**config.mk**
```make
export PLATFORM = sky130hd
export DESIGN_NAME = contactless_cmd_irq_control
export DESIGN_NICKNAME = d
export VERILOG_FILES = /design/src/irq_ctrl_pkg.sv /design/src/contactless_cmd_irq_control.sv
export SDC_FILE = /design/constraint.sdc
export NUM_CORES = 1
export LEC_CHECK = 0
export BUFFER_PORTS_ARGS = -buffer_cell sky130_fd_sc_hd__buf_2
export CAP_MARGIN = 5
export CORE_AREA = 2 2 106 67
export CTS_CLUSTER_DIAMETER = 100
export DETAILED_ROUTE_END_ITERATION = 6
export DIE_AREA = 0 0 108 69
export MAX_ROUTING_LAYER = met4
export PLACE_DENSITY = 0.93
export SLEW_MARGIN = 20
export SYNTH_ARGS = -nofsm -noshare
export SYNTH_HDL_FRONTEND = slang
export SYNTH_SLANG_ARGS = --single-unit
```
**constraint.sdc**
```tcl
create_clock -name clk -period 2.6 [get_ports clk]
set_input_delay 0.13 -clock clk [delete_from_list [all_inputs] [get_ports clk]]
set_output_delay 0.13 -clock clk [all_outputs]
set_load 0.02 [all_outputs]
```
**src/irq_ctrl_pkg.sv**
```systemverilog
// Package: register map, field positions, reset values, types for command/interrupt control
package irq_ctrl_pkg;

  // Register indices; byte address is four times the index
  localparam logic [7:0] CMD_INDEX = 8'hD1;
  localparam logic [7:0] COMMON_ENABLE_INDEX = 8'hD2;
  localparam logic [7:0] MISC_ENABLE_INDEX = 8'hD3;
  localparam logic [7:0] COMMON_REQUEST_INDEX = 8'hD4;
  localparam logic [7:0] MISC_REQUEST_INDEX = 8'hD5;
  localparam logic [7:0] EVENT_STATUS_INDEX = 8'hE0;

  localparam int ADDR_W = 12;

  // Command register fields
  localparam int RCV_OFF_BIT = 5;
  localparam int POWER_SAVE_BIT = 4;
  localparam int CMD_MSB = 3;
  localparam logic [7:0] CMD_RESET = 8'h20;

  // Command codes
  localparam logic [3:0] CMD_IDLE = 4'h0;
  localparam logic [3:0] CMD_SOFT_REINIT = 4'hF;

  // Flag positions in common request / enable
  localparam int SET_SELECT_BIT = 7;
  localparam int TX_BIT = 6;
  localparam int RX_BIT = 5;
  localparam int IDLE_BIT = 4;
  localparam int HIGH_BIT = 3;
  localparam int LOW_BIT = 2;
  localparam int FAULT_BIT = 1;
  localparam int TIMER_BIT = 0;

  localparam logic [6:0] LINE_ONE_ROUTE = 7'h6C;
  localparam logic [6:0] LINE_ZERO_ROUTE = 7'h13;
  localparam logic [4:0] MISC_MASK = 5'h1F;

  localparam logic [6:0] COMMON_REQUEST_RESET = 7'h14;
  localparam logic [6:0] COMMON_ENABLE_RESET = 7'h00;
  localparam logic [4:0] MISC_ENABLE_RESET = 5'h00;
  localparam logic [4:0] MISC_REQUEST_RESET = 5'h00;

  // Wake-up time and derived cycles
  localparam int CLK_HZ = 25000000;
  localparam int WAKE_US = 10;
  localparam int WAKE_CYCLES = (WAKE_US * (CLK_HZ / 1000000));
  localparam int WAKE_W = 9;

  typedef struct packed {
    logic tx_last_bit_sent;
    logic rx_valid_end;
    logic rx_fifo_has_bytes;
    logic command_self_done;
    logic fifo_high_warning_live;
    logic fifo_low_warning_live;
    logic countdown_at_zero;
  } common_events_type;

  typedef struct packed {
    logic signal_input_edge;
    logic mode_detected;
    logic checksum_done;
    logic field_on;
    logic field_off;
  } misc_events_type;

  typedef enum logic [2:0] {
    PWR_ACTIVE = 3'b001,
    PWR_SAVE = 3'b010,
    PWR_WAKING = 3'b100
  } power_state_type;

endpackage

```
**src/contactless_cmd_irq_control.sv**
```systemverilog
// Command control and interrupt request logic of the contactless unit
//
// Functional notes
// - Receiver-off bit disables analog receive path
// - Power-save write 1 enters low power
// - Power-save write 0 wakes; reads 1 meanwhile
// - Power-save set ignored during software reinit
// - Command write launches; read returns running code
// - Transmit, receive, alert enables route to line one
// - Idle, fault, timer enables route to line zero
// - Misc enables gate five flags onto line zero
// - Request write bit 7 selects set or clear
// - Transmit flag sets after last bit sent
// - Receive flag sets on valid end, optionally bytes
// - Idle flag sets when command ends itself
// - Unknown command reverts idle, sets idle flag
// - Processor idle write does not set idle flag
// - High-alert flag latches; cleared only by write
// - Low-alert flag latches; cleared only by write
// - Fault flag sets when any error bit set
// - Timer flag sets when countdown reaches zero
// - Dynamic bits writable and updated by hardware
//
// Our own choice: register access over APB.
`timescale 1ns/1ps
module contactless_cmd_irq_control
  import irq_ctrl_pkg::*;
(
  input wire logic clk,
  input wire logic reset_n,
  input wire logic psel,
  input wire logic penable,
  input wire logic pwrite,
  input wire logic [ADDR_W-1:0] paddr,
  input wire logic [31:0] pwdata,
  output logic [31:0] prdata,
  output logic pready,
  output logic pslverr,
  input wire common_events_type common_events,
  input wire misc_events_type misc_events,
  input wire logic [7:0] error_status_register,
  input wire logic receive_requires_bytes,
  input wire logic [15:0] known_command_mask,
  output logic receiver_analog_off,
  output logic analog_power_save,
  output logic [3:0] active_command,
  output logic command_launch,
  output logic interrupt_line_zero,
  output logic interrupt_line_one
);

  // ----------------------------------------
  // Bus decode
  // ----------------------------------------
  function automatic logic hit(input logic [ADDR_W-1:0] addr, input logic [7:0] index);
    hit = (addr == {2'b00, index, 2'b00});
  endfunction

  logic access;
  logic wr;
  logic mapped;
  logic [7:0] wbyte;

  assign access = psel && penable;
  assign wr = access && pwrite;
  assign wbyte = pwdata[7:0];
  assign mapped = hit(paddr, CMD_INDEX) || hit(paddr, COMMON_ENABLE_INDEX)
    || hit(paddr, MISC_ENABLE_INDEX) || hit(paddr, COMMON_REQUEST_INDEX)
    || hit(paddr, MISC_REQUEST_INDEX) || hit(paddr, EVENT_STATUS_INDEX);
  // Every register answers at once, so no wait states
  assign pready = 1'b1;
  assign pslverr = access && !mapped;

  logic wr_cmd;
  logic wr_common_en;
  logic wr_misc_en;
  logic wr_common_req;
  logic wr_misc_req;

  assign wr_cmd = wr && hit(paddr, CMD_INDEX);
  assign wr_common_en = wr && hit(paddr, COMMON_ENABLE_INDEX);
  assign wr_misc_en = wr && hit(paddr, MISC_ENABLE_INDEX);
  assign wr_common_req = wr && hit(paddr, COMMON_REQUEST_INDEX);
  assign wr_misc_req = wr && hit(paddr, MISC_REQUEST_INDEX);

  // ----------------------------------------
  // Command register
  // ----------------------------------------
  logic [3:0] command_code;
  logic unknown_revert;
  logic self_finish;

  // An unknown code shows for one cycle, then reverts and raises the idle flag
  assign unknown_revert = (command_code != CMD_IDLE) && !known_command_mask[command_code];
  assign self_finish = common_events.command_self_done && (command_code != CMD_IDLE);

  always_ff @(posedge clk or negedge reset_n)
  begin
    if (!reset_n)
      receiver_analog_off <= CMD_RESET[RCV_OFF_BIT];
    else if (wr_cmd)
      receiver_analog_off <= wbyte[RCV_OFF_BIT];
  end

  always_ff @(posedge clk or negedge reset_n)
  begin
    if (!reset_n)
      command_code <= CMD_RESET[CMD_MSB:0];
    else if (wr_cmd)
      command_code <= wbyte[CMD_MSB:0];
    else if (unknown_revert || self_finish)
      command_code <= CMD_IDLE;
  end

  always_ff @(posedge clk or negedge reset_n)
  begin
    if (!reset_n)
      command_launch <= 1'b0;
    else
      // Unknown codes never launch, so the sequencer cannot start one
      command_launch <= wr_cmd && known_command_mask[wbyte[CMD_MSB:0]];
  end

  assign active_command = command_code;

  // ----------------------------------------
  // Power save and wake-up
  // ----------------------------------------
  power_state_type power_state;
  logic [WAKE_W-1:0] wake_count;
  logic save_request;

  // Reinit running blocks entry; the written code also counts if it is reinit
  assign save_request = wr_cmd && wbyte[POWER_SAVE_BIT]
    && (command_code != CMD_SOFT_REINIT) && (wbyte[CMD_MSB:0] != CMD_SOFT_REINIT);

  always_ff @(posedge clk or negedge reset_n)
  begin
    if (!reset_n)
    begin
      power_state <= PWR_ACTIVE;
      wake_count <= '0;
    end
    else
    begin
      unique case (power_state)
        PWR_ACTIVE:
          if (save_request)
            power_state <= PWR_SAVE;
        PWR_SAVE:
          if (wr_cmd && !wbyte[POWER_SAVE_BIT])
          begin
            power_state <= PWR_WAKING;
            wake_count <= WAKE_W'(WAKE_CYCLES - 1);
          end
        PWR_WAKING:
          if (save_request)
            power_state <= PWR_SAVE;
          else if (wake_count == '0)
            power_state <= PWR_ACTIVE;
          else
            wake_count <= wake_count - 1'b1;
      endcase
    end
  end

  // Front end stays powered while waking so it is settled on release;
  // follows the same transitions as the state register, one flop later never
  always_ff @(posedge clk or negedge reset_n)
  begin
    if (!reset_n)
      analog_power_save <= 1'b0;
    else if (save_request && (power_state != PWR_SAVE))
      analog_power_save <= 1'b1;
    else if ((power_state == PWR_SAVE) && wr_cmd && !wbyte[POWER_SAVE_BIT])
      analog_power_save <= 1'b0;
  end

  logic power_bit_read;
  assign power_bit_read = (power_state != PWR_ACTIVE);

  // ----------------------------------------
  // Enable registers
  // ----------------------------------------
  logic [6:0] common_enable;
  logic [4:0] misc_enable;

  always_ff @(posedge clk or negedge reset_n)
  begin
    if (!reset_n)
      common_enable <= COMMON_ENABLE_RESET;
    else if (wr_common_en)
      common_enable <= wbyte[6:0];
  end

  always_ff @(posedge clk or negedge reset_n)
  begin
    if (!reset_n)
      misc_enable <= MISC_ENABLE_RESET;
    else if (wr_misc_en)
      misc_enable <= wbyte[4:0] & MISC_MASK;
  end

  // ----------------------------------------
  // Hardware event detection
  // ----------------------------------------
  logic high_prev;
  logic low_prev;
  logic timer_prev;

  always_ff @(posedge clk or negedge reset_n)
  begin
    if (!reset_n)
    begin
      high_prev <= 1'b0;
      low_prev <= 1'b0;
      timer_prev <= 1'b0;
    end
    else
    begin
      high_prev <= common_events.fifo_high_warning_live;
      low_prev <= common_events.fifo_low_warning_live;
      timer_prev <= common_events.countdown_at_zero;
    end
  end

  logic [6:0] hw_set;

  always_comb
  begin
    hw_set = '0;
    hw_set[TX_BIT] = common_events.tx_last_bit_sent;
    hw_set[RX_BIT] = common_events.rx_valid_end
      && (!receive_requires_bytes || common_events.rx_fifo_has_bytes);
    // Processor idle write never reaches self_finish or unknown_revert
    hw_set[IDLE_BIT] = !wr_cmd && (self_finish || unknown_revert);
    hw_set[HIGH_BIT] = common_events.fifo_high_warning_live && !high_prev;
    hw_set[LOW_BIT] = common_events.fifo_low_warning_live && !low_prev;
    // Re-set every cycle while errors stand, so a clear sticks only once they go
    hw_set[FAULT_BIT] = |error_status_register;
    hw_set[TIMER_BIT] = common_events.countdown_at_zero && !timer_prev;
  end

  // ----------------------------------------
  // Request flags
  // ----------------------------------------
  logic [6:0] common_request;
  logic [4:0] misc_request;

  // Shared set/clear update; hardware set wins over a clearing write
  function automatic logic [6:0] update_flags(input logic [6:0] cur, input logic [6:0] hw,
    input logic we, input logic [7:0] data);
    logic [6:0] res;
    res = cur;
    if (we)
    begin
      if (data[SET_SELECT_BIT])
        res = cur | data[6:0];
      else
        res = cur & ~data[6:0];
    end
    update_flags = res | hw;
  endfunction

  always_ff @(posedge clk or negedge reset_n)
  begin
    if (!reset_n)
      common_request <= COMMON_REQUEST_RESET;
    else
      common_request <= update_flags(common_request, hw_set, wr_common_req, wbyte);
  end

  // Padded so the misc flags share the set/clear update
  logic [6:0] misc_next;
  assign misc_next = update_flags({2'b00, misc_request}, {2'b00, misc_events},
    wr_misc_req, wbyte);

  always_ff @(posedge clk or negedge reset_n)
  begin
    if (!reset_n)
      misc_request <= MISC_REQUEST_RESET;
    else
      misc_request <= misc_next[4:0];
  end

  // ----------------------------------------
  // Interrupt lines
  // ----------------------------------------
  logic [6:0] routed;
  logic line_one_any;
  logic line_zero_common;
  logic line_zero_misc;

  assign routed = common_request & common_enable;
  assign line_one_any = |(routed & LINE_ONE_ROUTE);
  assign line_zero_common = |(routed & LINE_ZERO_ROUTE);
  assign line_zero_misc = |(misc_request & misc_enable);

  // Registered so the lines never glitch; they trail the flags by one edge
  always_ff @(posedge clk or negedge reset_n)
  begin
    if (!reset_n)
    begin
      interrupt_line_one <= 1'b0;
      interrupt_line_zero <= 1'b0;
    end
    else
    begin
      interrupt_line_one <= line_one_any;
      interrupt_line_zero <= line_zero_common || line_zero_misc;
    end
  end

  // ----------------------------------------
  // Read data
  // ----------------------------------------
  logic [7:0] rbyte;

  always_comb
  begin
    rbyte = '0;
    if (hit(paddr, CMD_INDEX))
      rbyte = {2'b00, receiver_analog_off, power_bit_read, command_code};
    else if (hit(paddr, COMMON_ENABLE_INDEX))
      rbyte = {1'b0, common_enable};
    else if (hit(paddr, MISC_ENABLE_INDEX))
      rbyte = {3'b000, misc_enable};
    else if (hit(paddr, COMMON_REQUEST_INDEX))
      rbyte = {1'b0, common_request};
    else if (hit(paddr, MISC_REQUEST_INDEX))
      rbyte = {3'b000, misc_request};
    else if (hit(paddr, EVENT_STATUS_INDEX))
      rbyte = {5'b00000, power_state};
  end

  // Taken in the setup cycle so read data stands through the access phase
  always_ff @(posedge clk or negedge reset_n)
  begin
    if (!reset_n)
      prdata <= '0;
    else if (psel && !penable && !pwrite)
      prdata <= {24'h000000, rbyte};
  end

endmodule

```
==> flow_summary.ini, run 1 <==
[flow_run]
maxCapViolCount = 0

[sta]
rsz0062_at_grt = false
hold_viol_final = 0
timing.setup.tns_ns = 0
clock-skew-final_ns = 0.0106
fin_crit_sh = 0.837
period_minus_slack_ns = 2.18
worst_slew_pin_slew_ns = 0.702
max_clock_freq_mhz = 459
setup_viol = 0
maxSlewViolCount = 0
max-slew-margin-rel = 0.528

[layout]
register_area_um2 = 1380
finalNetCount = 507
multiInputGateArea_um2 = 1810
fillers = 563
drive_above_1_share = 0.305
diodes = 0
layout_common_cells = buf_2 (78), dfrtp_1 (51), conb_1 (26)
fin_cells = 507
final_common_cell = buf_2
syn_to_final_growth_pct = 14.9

[synth]
netlist_area_um2 = 3420
synthFlopType = dfrtp_1
yosys_warnings = 0
ys_types = 59
seq_area_frac_synth = 0.404
synth_edf_count = 0
avgSynthCellArea_um2 = 10.1
synth-seq-cells = 55
synthCells = 340
synth-async-reset-ratio = 1.00

[global_routing]
grt_max_degree = 56
grt_use_total = 0.251
grt_pass1_vias = 2885
grt_pass1_wl_um = 14200
gr-total-overflow = 0
antenna_found_initial = 0

[floorplan]
start_util = 0.528
die_h_um = 69
die_area_um2 = 7450
io_pins = 129
rows = 23
die_x_um = 108
coreArea_um2 = 6470

[setup_path]
worst_r2r_endpoint = wake_count[4]$_DFFE_PN0P_
critPathLaunchType = input port
criticalPathCategory = input port to primary output
cp.arrival_ns = 2.05
cp_data_required_time_ns = 2.47
reg2reg_slack_ns = 0.53
startpoint = paddr[10]
cp-end-kind = primary output
critPathCapture = pslverr
critPathMaxFanout = 10
reg2reg_from = active_command[2]$_DFFE_PN0P_
worstRegToRegCells = 5

[pwr]
power.total_mw = 1.59
ir_drop_mv = 0.296
powerDensity_nw_per_um2 = 405
p_leak_nw = 1.78

[clock_network]
clk_pin_slew_ns = 0.10
cts_resized = 0
cts_buffers = 5
clock_sinks = 55
cts_setup_buffers = 0
cts_tree = done
cts_root_buffer = clkbuf_8
htree_levels = 2
clkLatencyLatePin_ns = 0.31
clk_path_buf_depth = 2

[route]
wl_per_cell_um = 17.6
drtPass1Iterations = 5
ant_nets = 0
vias_per_cell = 5.91
routed_wl_um = 8940
drtIter0Drc = 302
drcViolationCount = 0
vias = 2998

[placement]
dp_hpwl_um = 6830
gp_congestion = 0.957
port_buffers = 78
dp_cells = 495

[outcome]
outcome = finished clean

[hold_path]
hold_class = input port to flop
what timing repair did:
action,in CTS,in global routing
hold endpoints to repair,54,0
endpoints found under the setup margin,0,0
hold buffers,4,0
cells in the mapped netlist, drive strengths merged (6+ instances only):
| master | n | share of area |
|---|---|---|
| nor3 | 7 | 0.010 |
| nand3 | 16 | 0.023 |
| buf | 32 | 0.068 |
| o21ai | 15 | 0.022 |
| inv | 9 | 0.0099 |
| a22oi | 8 | 0.018 |
| a21oi | 8 | 0.012 |
| nand2 | 24 | 0.026 |
| mux2i | 20 | 0.059 |
| dfrtp | 51 | 0.37 |
| clkbuf | 13 | 0.014 |
| and3 | 6 | 0.011 |
| mux2 | 13 | 0.043 |
| mux4 | 7 | 0.046 |
| nor4 | 11 | 0.026 |
| nor2 | 19 | 0.026 |
where the power goes:
part / leakage (nW) / internal [mW] / switching [mW] / total [mW]
Combinational: 1.10 / 0.0896 / 0.156 / 0.246
Clock: 0.0422 / 0.190 / 0.277 / 0.467
Sequential: 0.638 / 0.872 / 0.00776 / 0.880
Total: 1.78 / 1.15 / 0.441 / 1.59
area by class of cell:
type / instances / share of cell area
Timing Repair Buffer: 93 / 0.131
Clock inverter: 1 / 0.00127
Multi-Input combinational cell: 255 / 0.461
Inverter: 9 / 0.00860
Tap cell: 87 / 0.0277
Clock buffer: 7 / 0.0194
Sequential cell: 55 / 0.352
registers in the layout, summed over array words and instances, names as in the netlist, 3 cells and up:
name and count:
wake_count 9, common_enable 7, common_request 7, prdata 7, misc_enable 5, misc_request 5, active_command 4, power_state 3
critical path, cell delays in order:
cell and delay [ns]:
buf_2 0.09, nand4bb_1 0.50, or4b_2 0.92, and4_1 0.24, buf_2 0.15
kinds of logic (layout without fill, tap and decap cells):
| kind of cell | after synthesis | in the layout | share of synthesized area |
|---|---|---|---|
| flip-flops | 55 | 55 | 0.404 |
| AND/OR/NAND/NOR | 118 | 118 | 0.204 |
| buffers and inverters | 54 | 110 | 0.0926 |
| multiplexers | 40 | 40 | 0.148 |
| other | 2 | 26 | 0.00220 |
| adder cells (fa/ha/maj) | 2 | 2 | 0.00732 |
| AO/OA/AOI/OAI | 67 | 67 | 0.137 |
| XOR/XNOR | 2 | 2 | 0.00513 |
how the worst min path moves through the flow:
stage / from / endpoint / cells past startpoint
4_1_cts: common_events[6] / common_request[6]$_DFF_PN0_ / 2
2_1_floorplan: reset_n / active_command[0]$_DFFE_PN0P_ / 0
6_report: misc_events[0] / misc_request[0]$_DFF_PN0_ / 2
5_1_grt: misc_events[0] / misc_request[0]$_DFF_PN0_ / 2
3_5_place_dp: common_events[0] / timer_prev$_DFF_PN0_ / 1
3_3_place_gp: common_events[0] / timer_prev$_DFF_PN0_ / 1
layer usage:
| metal | GRT usage | vias to the layer above | wire [um] |
|---|---|---|---|
| met5 | - | - | 0 |
| met4 | 0.0641 | 0 | 115 |
| met3 | 0.0501 | 17 | 826 |
| met2 | 0.356 | 174 | 3940 |
| met1 | 0.370 | 1432 | 4050 |
| li1 | - | 1375 | - |
metrics by stage:
step,utilization,cell area [um2],worst slack (ns),hold slack [ns]
after global routing,0.607,3930,0.322,0.0120
final,0.607,3930,0.423,0.0118
after CTS,0.607,3930,0.450,0.00703
after global placement,0.588,3810,0.472,0.252
after detailed placement,0.588,3810,0.416,0.255
after floorplan,-,3510,0.641,-0.166
(Power assumes the default switching activity.)
==> run 2, diff against run 1 <==
--- a/config.mk
+++ b/config.mk
@@ -7,12 +7,12 @@
 export LEC_CHECK = 0
 export BUFFER_PORTS_ARGS = -buffer_cell sky130_fd_sc_hd__buf_2
 export CAP_MARGIN = 5
-export CORE_AREA = 2 2 106 67
+export CORE_AREA = 2 2 116 73
 export CTS_CLUSTER_DIAMETER = 100
 export DETAILED_ROUTE_END_ITERATION = 6
-export DIE_AREA = 0 0 108 69
+export DIE_AREA = 0 0 118 75
 export MAX_ROUTING_LAYER = met4
-export PLACE_DENSITY = 0.93
+export PLACE_DENSITY = 0.84
 export SLEW_MARGIN = 20
 export SYNTH_ARGS = -nofsm -noshare
 export SYNTH_HDL_FRONTEND = slang
==> constraint.sdc (replaced) <==
create_clock -name clk -period 1.9 [get_ports clk]
set_input_delay 0.095 -clock clk [delete_from_list [all_inputs] [get_ports clk]]
set_output_delay 0.095 -clock clk [all_outputs]
set_load 0.02 [all_outputs]
==> run 2 against run 1 <==
Net effect:
- final cell count increased by 10%
- critical path type is now flop to flop
- clock skew decreased by 0.0062 ns
- largest cell class unchanged
- critical endpoint is now active_command[2]$_DFFE_PN0P_
- first-iteration DRC count increased by 53%
- sequential power increased by 36%
- count of clock-buffer cells in the layout unchanged
- routed wire length increased by 10%
- utilization decreased by 5.1 points
- via count increased by 4.8%
- highest routed layer unchanged
- hold slack got worse by 0.012 ns
- sequential share of layout area decreased by 3.0 points
- register-to-register slack got worse by 0.42 ns
- setup slack got worse by 0.31 ns
==> flow_summary.ini, run 2 (synthesis results as in run 1) <==
[outcome]
outcome = finished clean

[global_routing]
grt_use_met2 = 0.353
antenna_found_initial = 0
use_met3 = 0.0523
grt_max_degree = 56
grt_pass1_wl_um = 15600
met1_usage = 0.335
gr-total-overflow = 0
grt_pass1_vias = 3037
grt_busiest_layer = met2
grt_use_total = 0.238

[route]
ant_nets = 0
wl_per_cell_um = 17.7
drtPass1Iterations = 5
vias = 3143
drcViolationCount = 0
drtIter0Drc = 463
routed_wl_um = 9870
vias_per_cell = 5.63

[placement]
dp_cells = 541
gp_congestion = 0.940
port_buffers = 78
placed_area_um2 = 4020
dp_hpwl_um = 7670

[setup_path]
cp_cell_sequence = mux4_2, o211ai_1, a22o_1, o21ai_0
worstRegToRegCells = 4
critPathLaunchType = flop
worst_r2r_endpoint = active_command[2]$_DFFE_PN0P_
criticalPathCategory = flop to flop
startpoint = active_command[2]$_DFFE_PN0P_
worst-path-buf-inv = 0
reg2reg_from = active_command[2]$_DFFE_PN0P_
critPathCapture = active_command[2]$_DFFE_PN0P_
cp-end-kind = flop
cp_data_required_time_ns = 2.08
cp.arrival_ns = 1.97
reg2reg_slack_ns = 0.11
crit_family = compound AO/OA/AOI/OAI gates
crit_slowest_cell = mux4_2
slowest_delay_ns = 0.53
cp.depth = 4
critPathMaxFanout = 7

[sta]
hold_viol_final = 0
rsz0062_at_grt = false
clock-skew-final_ns = 0.00449
fin_crit_sh = 0.943
setup_viol = 0
period_minus_slack_ns = 1.79
worst_slew_pin_slew_ns = 0.707
max-slew-margin-rel = 0.529
maxSlewViolCount = 0
max_clock_freq_mhz = 558

[layout]
drive_above_1_share = 0.353
fin_cells = 558
layout_common_cells = buf_2 (78), dfrtp_1 (50), buf_4 (36)
finalNetCount = 537
final_util = 0.556
largest_reg_flops = 9
top_register = wake_count
final_common_cell = buf_2
syn_to_final_growth_pct = 25.6
diodes = 0
fin_area_um2 = 4290

[pwr]
p_leak_nw = 1.96
ir_drop_mv = 0.295
powerDensity_nw_per_um2 = 598

[floorplan]
coreArea_um2 = 7730
start_util = 0.442
rows = 25
die_x_um = 118
io_pins = 129
die_area_um2 = 8850
die_h_um = 75

[clock_network]
clk_path_buf_depth = 2
cts_root_buffer = clkbuf_16
cts_tree = done
htree_levels = 2
clock_sinks = 55
clk_pin_slew_ns = 0.07
cts_buffers = 5
clkLatencyLatePin_ns = 0.30

[flow_run]
maxCapViolCount = 0

[hold_path]
hold_class = input port to flop
## run 2: how the worst min path moves through the flow
stage                              from                            end  slack [ns]  cells after the start
2_1_floorplan                   reset_n  active_command[0]$_DFFE_PN0P_       -0.20                      0
3_3_place_gp           common_events[2]            high_prev$_DFF_PN0_        0.22                      1
3_5_place_dp           common_events[1]             low_prev$_DFF_PN0_        0.22                      1
4_1_cts        error_status_register[0]    common_request[1]$_DFF_PN0_       0.001                      3
5_1_grt                  misc_events[4]      misc_request[4]$_DFF_PN0_       0.003                      2
6_report       error_status_register[0]    common_request[1]$_DFF_PN0_     0.00005                      3
## run 2: final cells by class
cell class	count	area, um2
Fill cell	689	3430
Multi-Input combinational cell	255	1830
Sequential cell	55	1380
Timing Repair Buffer	123	751
Clock buffer	7	153
Tap cell	108	135
Inverter	9	33.8
Clock inverter	1	7.51
## run 2: power breakdown
group	leakage, nW	switching (mW)	internal (mW)
combinational	1.25	0.222	0.144
sequential	0.636	0.0110	1.19
clock	0.0761	0.436	0.562
## run 2: per-stage QoR
step / hold slack (ns) / worst slack [ns] / total power [mW] / setup TNS, ns
after floorplan: -0.201 / -0.0139 / 1.44 / -0.0139
after global placement: 0.217 / -0.0946 / 1.57 / -0.745
after detailed placement: 0.217 / -0.148 / 1.58 / -1.27
after CTS: 0.00122 / 0.0186 / 2.58 / 0
after global routing: 0.00303 / 0.00802 / 2.66 / 0
final: 0.0000455 / 0.108 / 2.57 / 0
## run 2: repair_timing
item / 4_1_cts / 5_1_grt
pin swaps: 0 / 0
buffers inserted: 0 / 0
hold buffers: 8 / 1
setup endpoints to repair: 2 / 10
endpoints found under the hold margin: 56 / 1
resized for setup: 1 / 4
cloned: 0 / 0
## run 2: per-layer routing
metal / up-vias / share of wire
met5: - / 0
met4: 0 / 0.0091
met3: 10 / 0.091
met2: 158 / 0.43
met1: 1540 / 0.47
li1: 1435 / -
## run 2: worst register-to-register path, cell delays in order, from the launching register on
cell and delay [ns]:
dfrtp_2 0.46, mux4_2 0.53, o211ai_1 0.26, a22o_1 0.28, o21ai_0 0.14
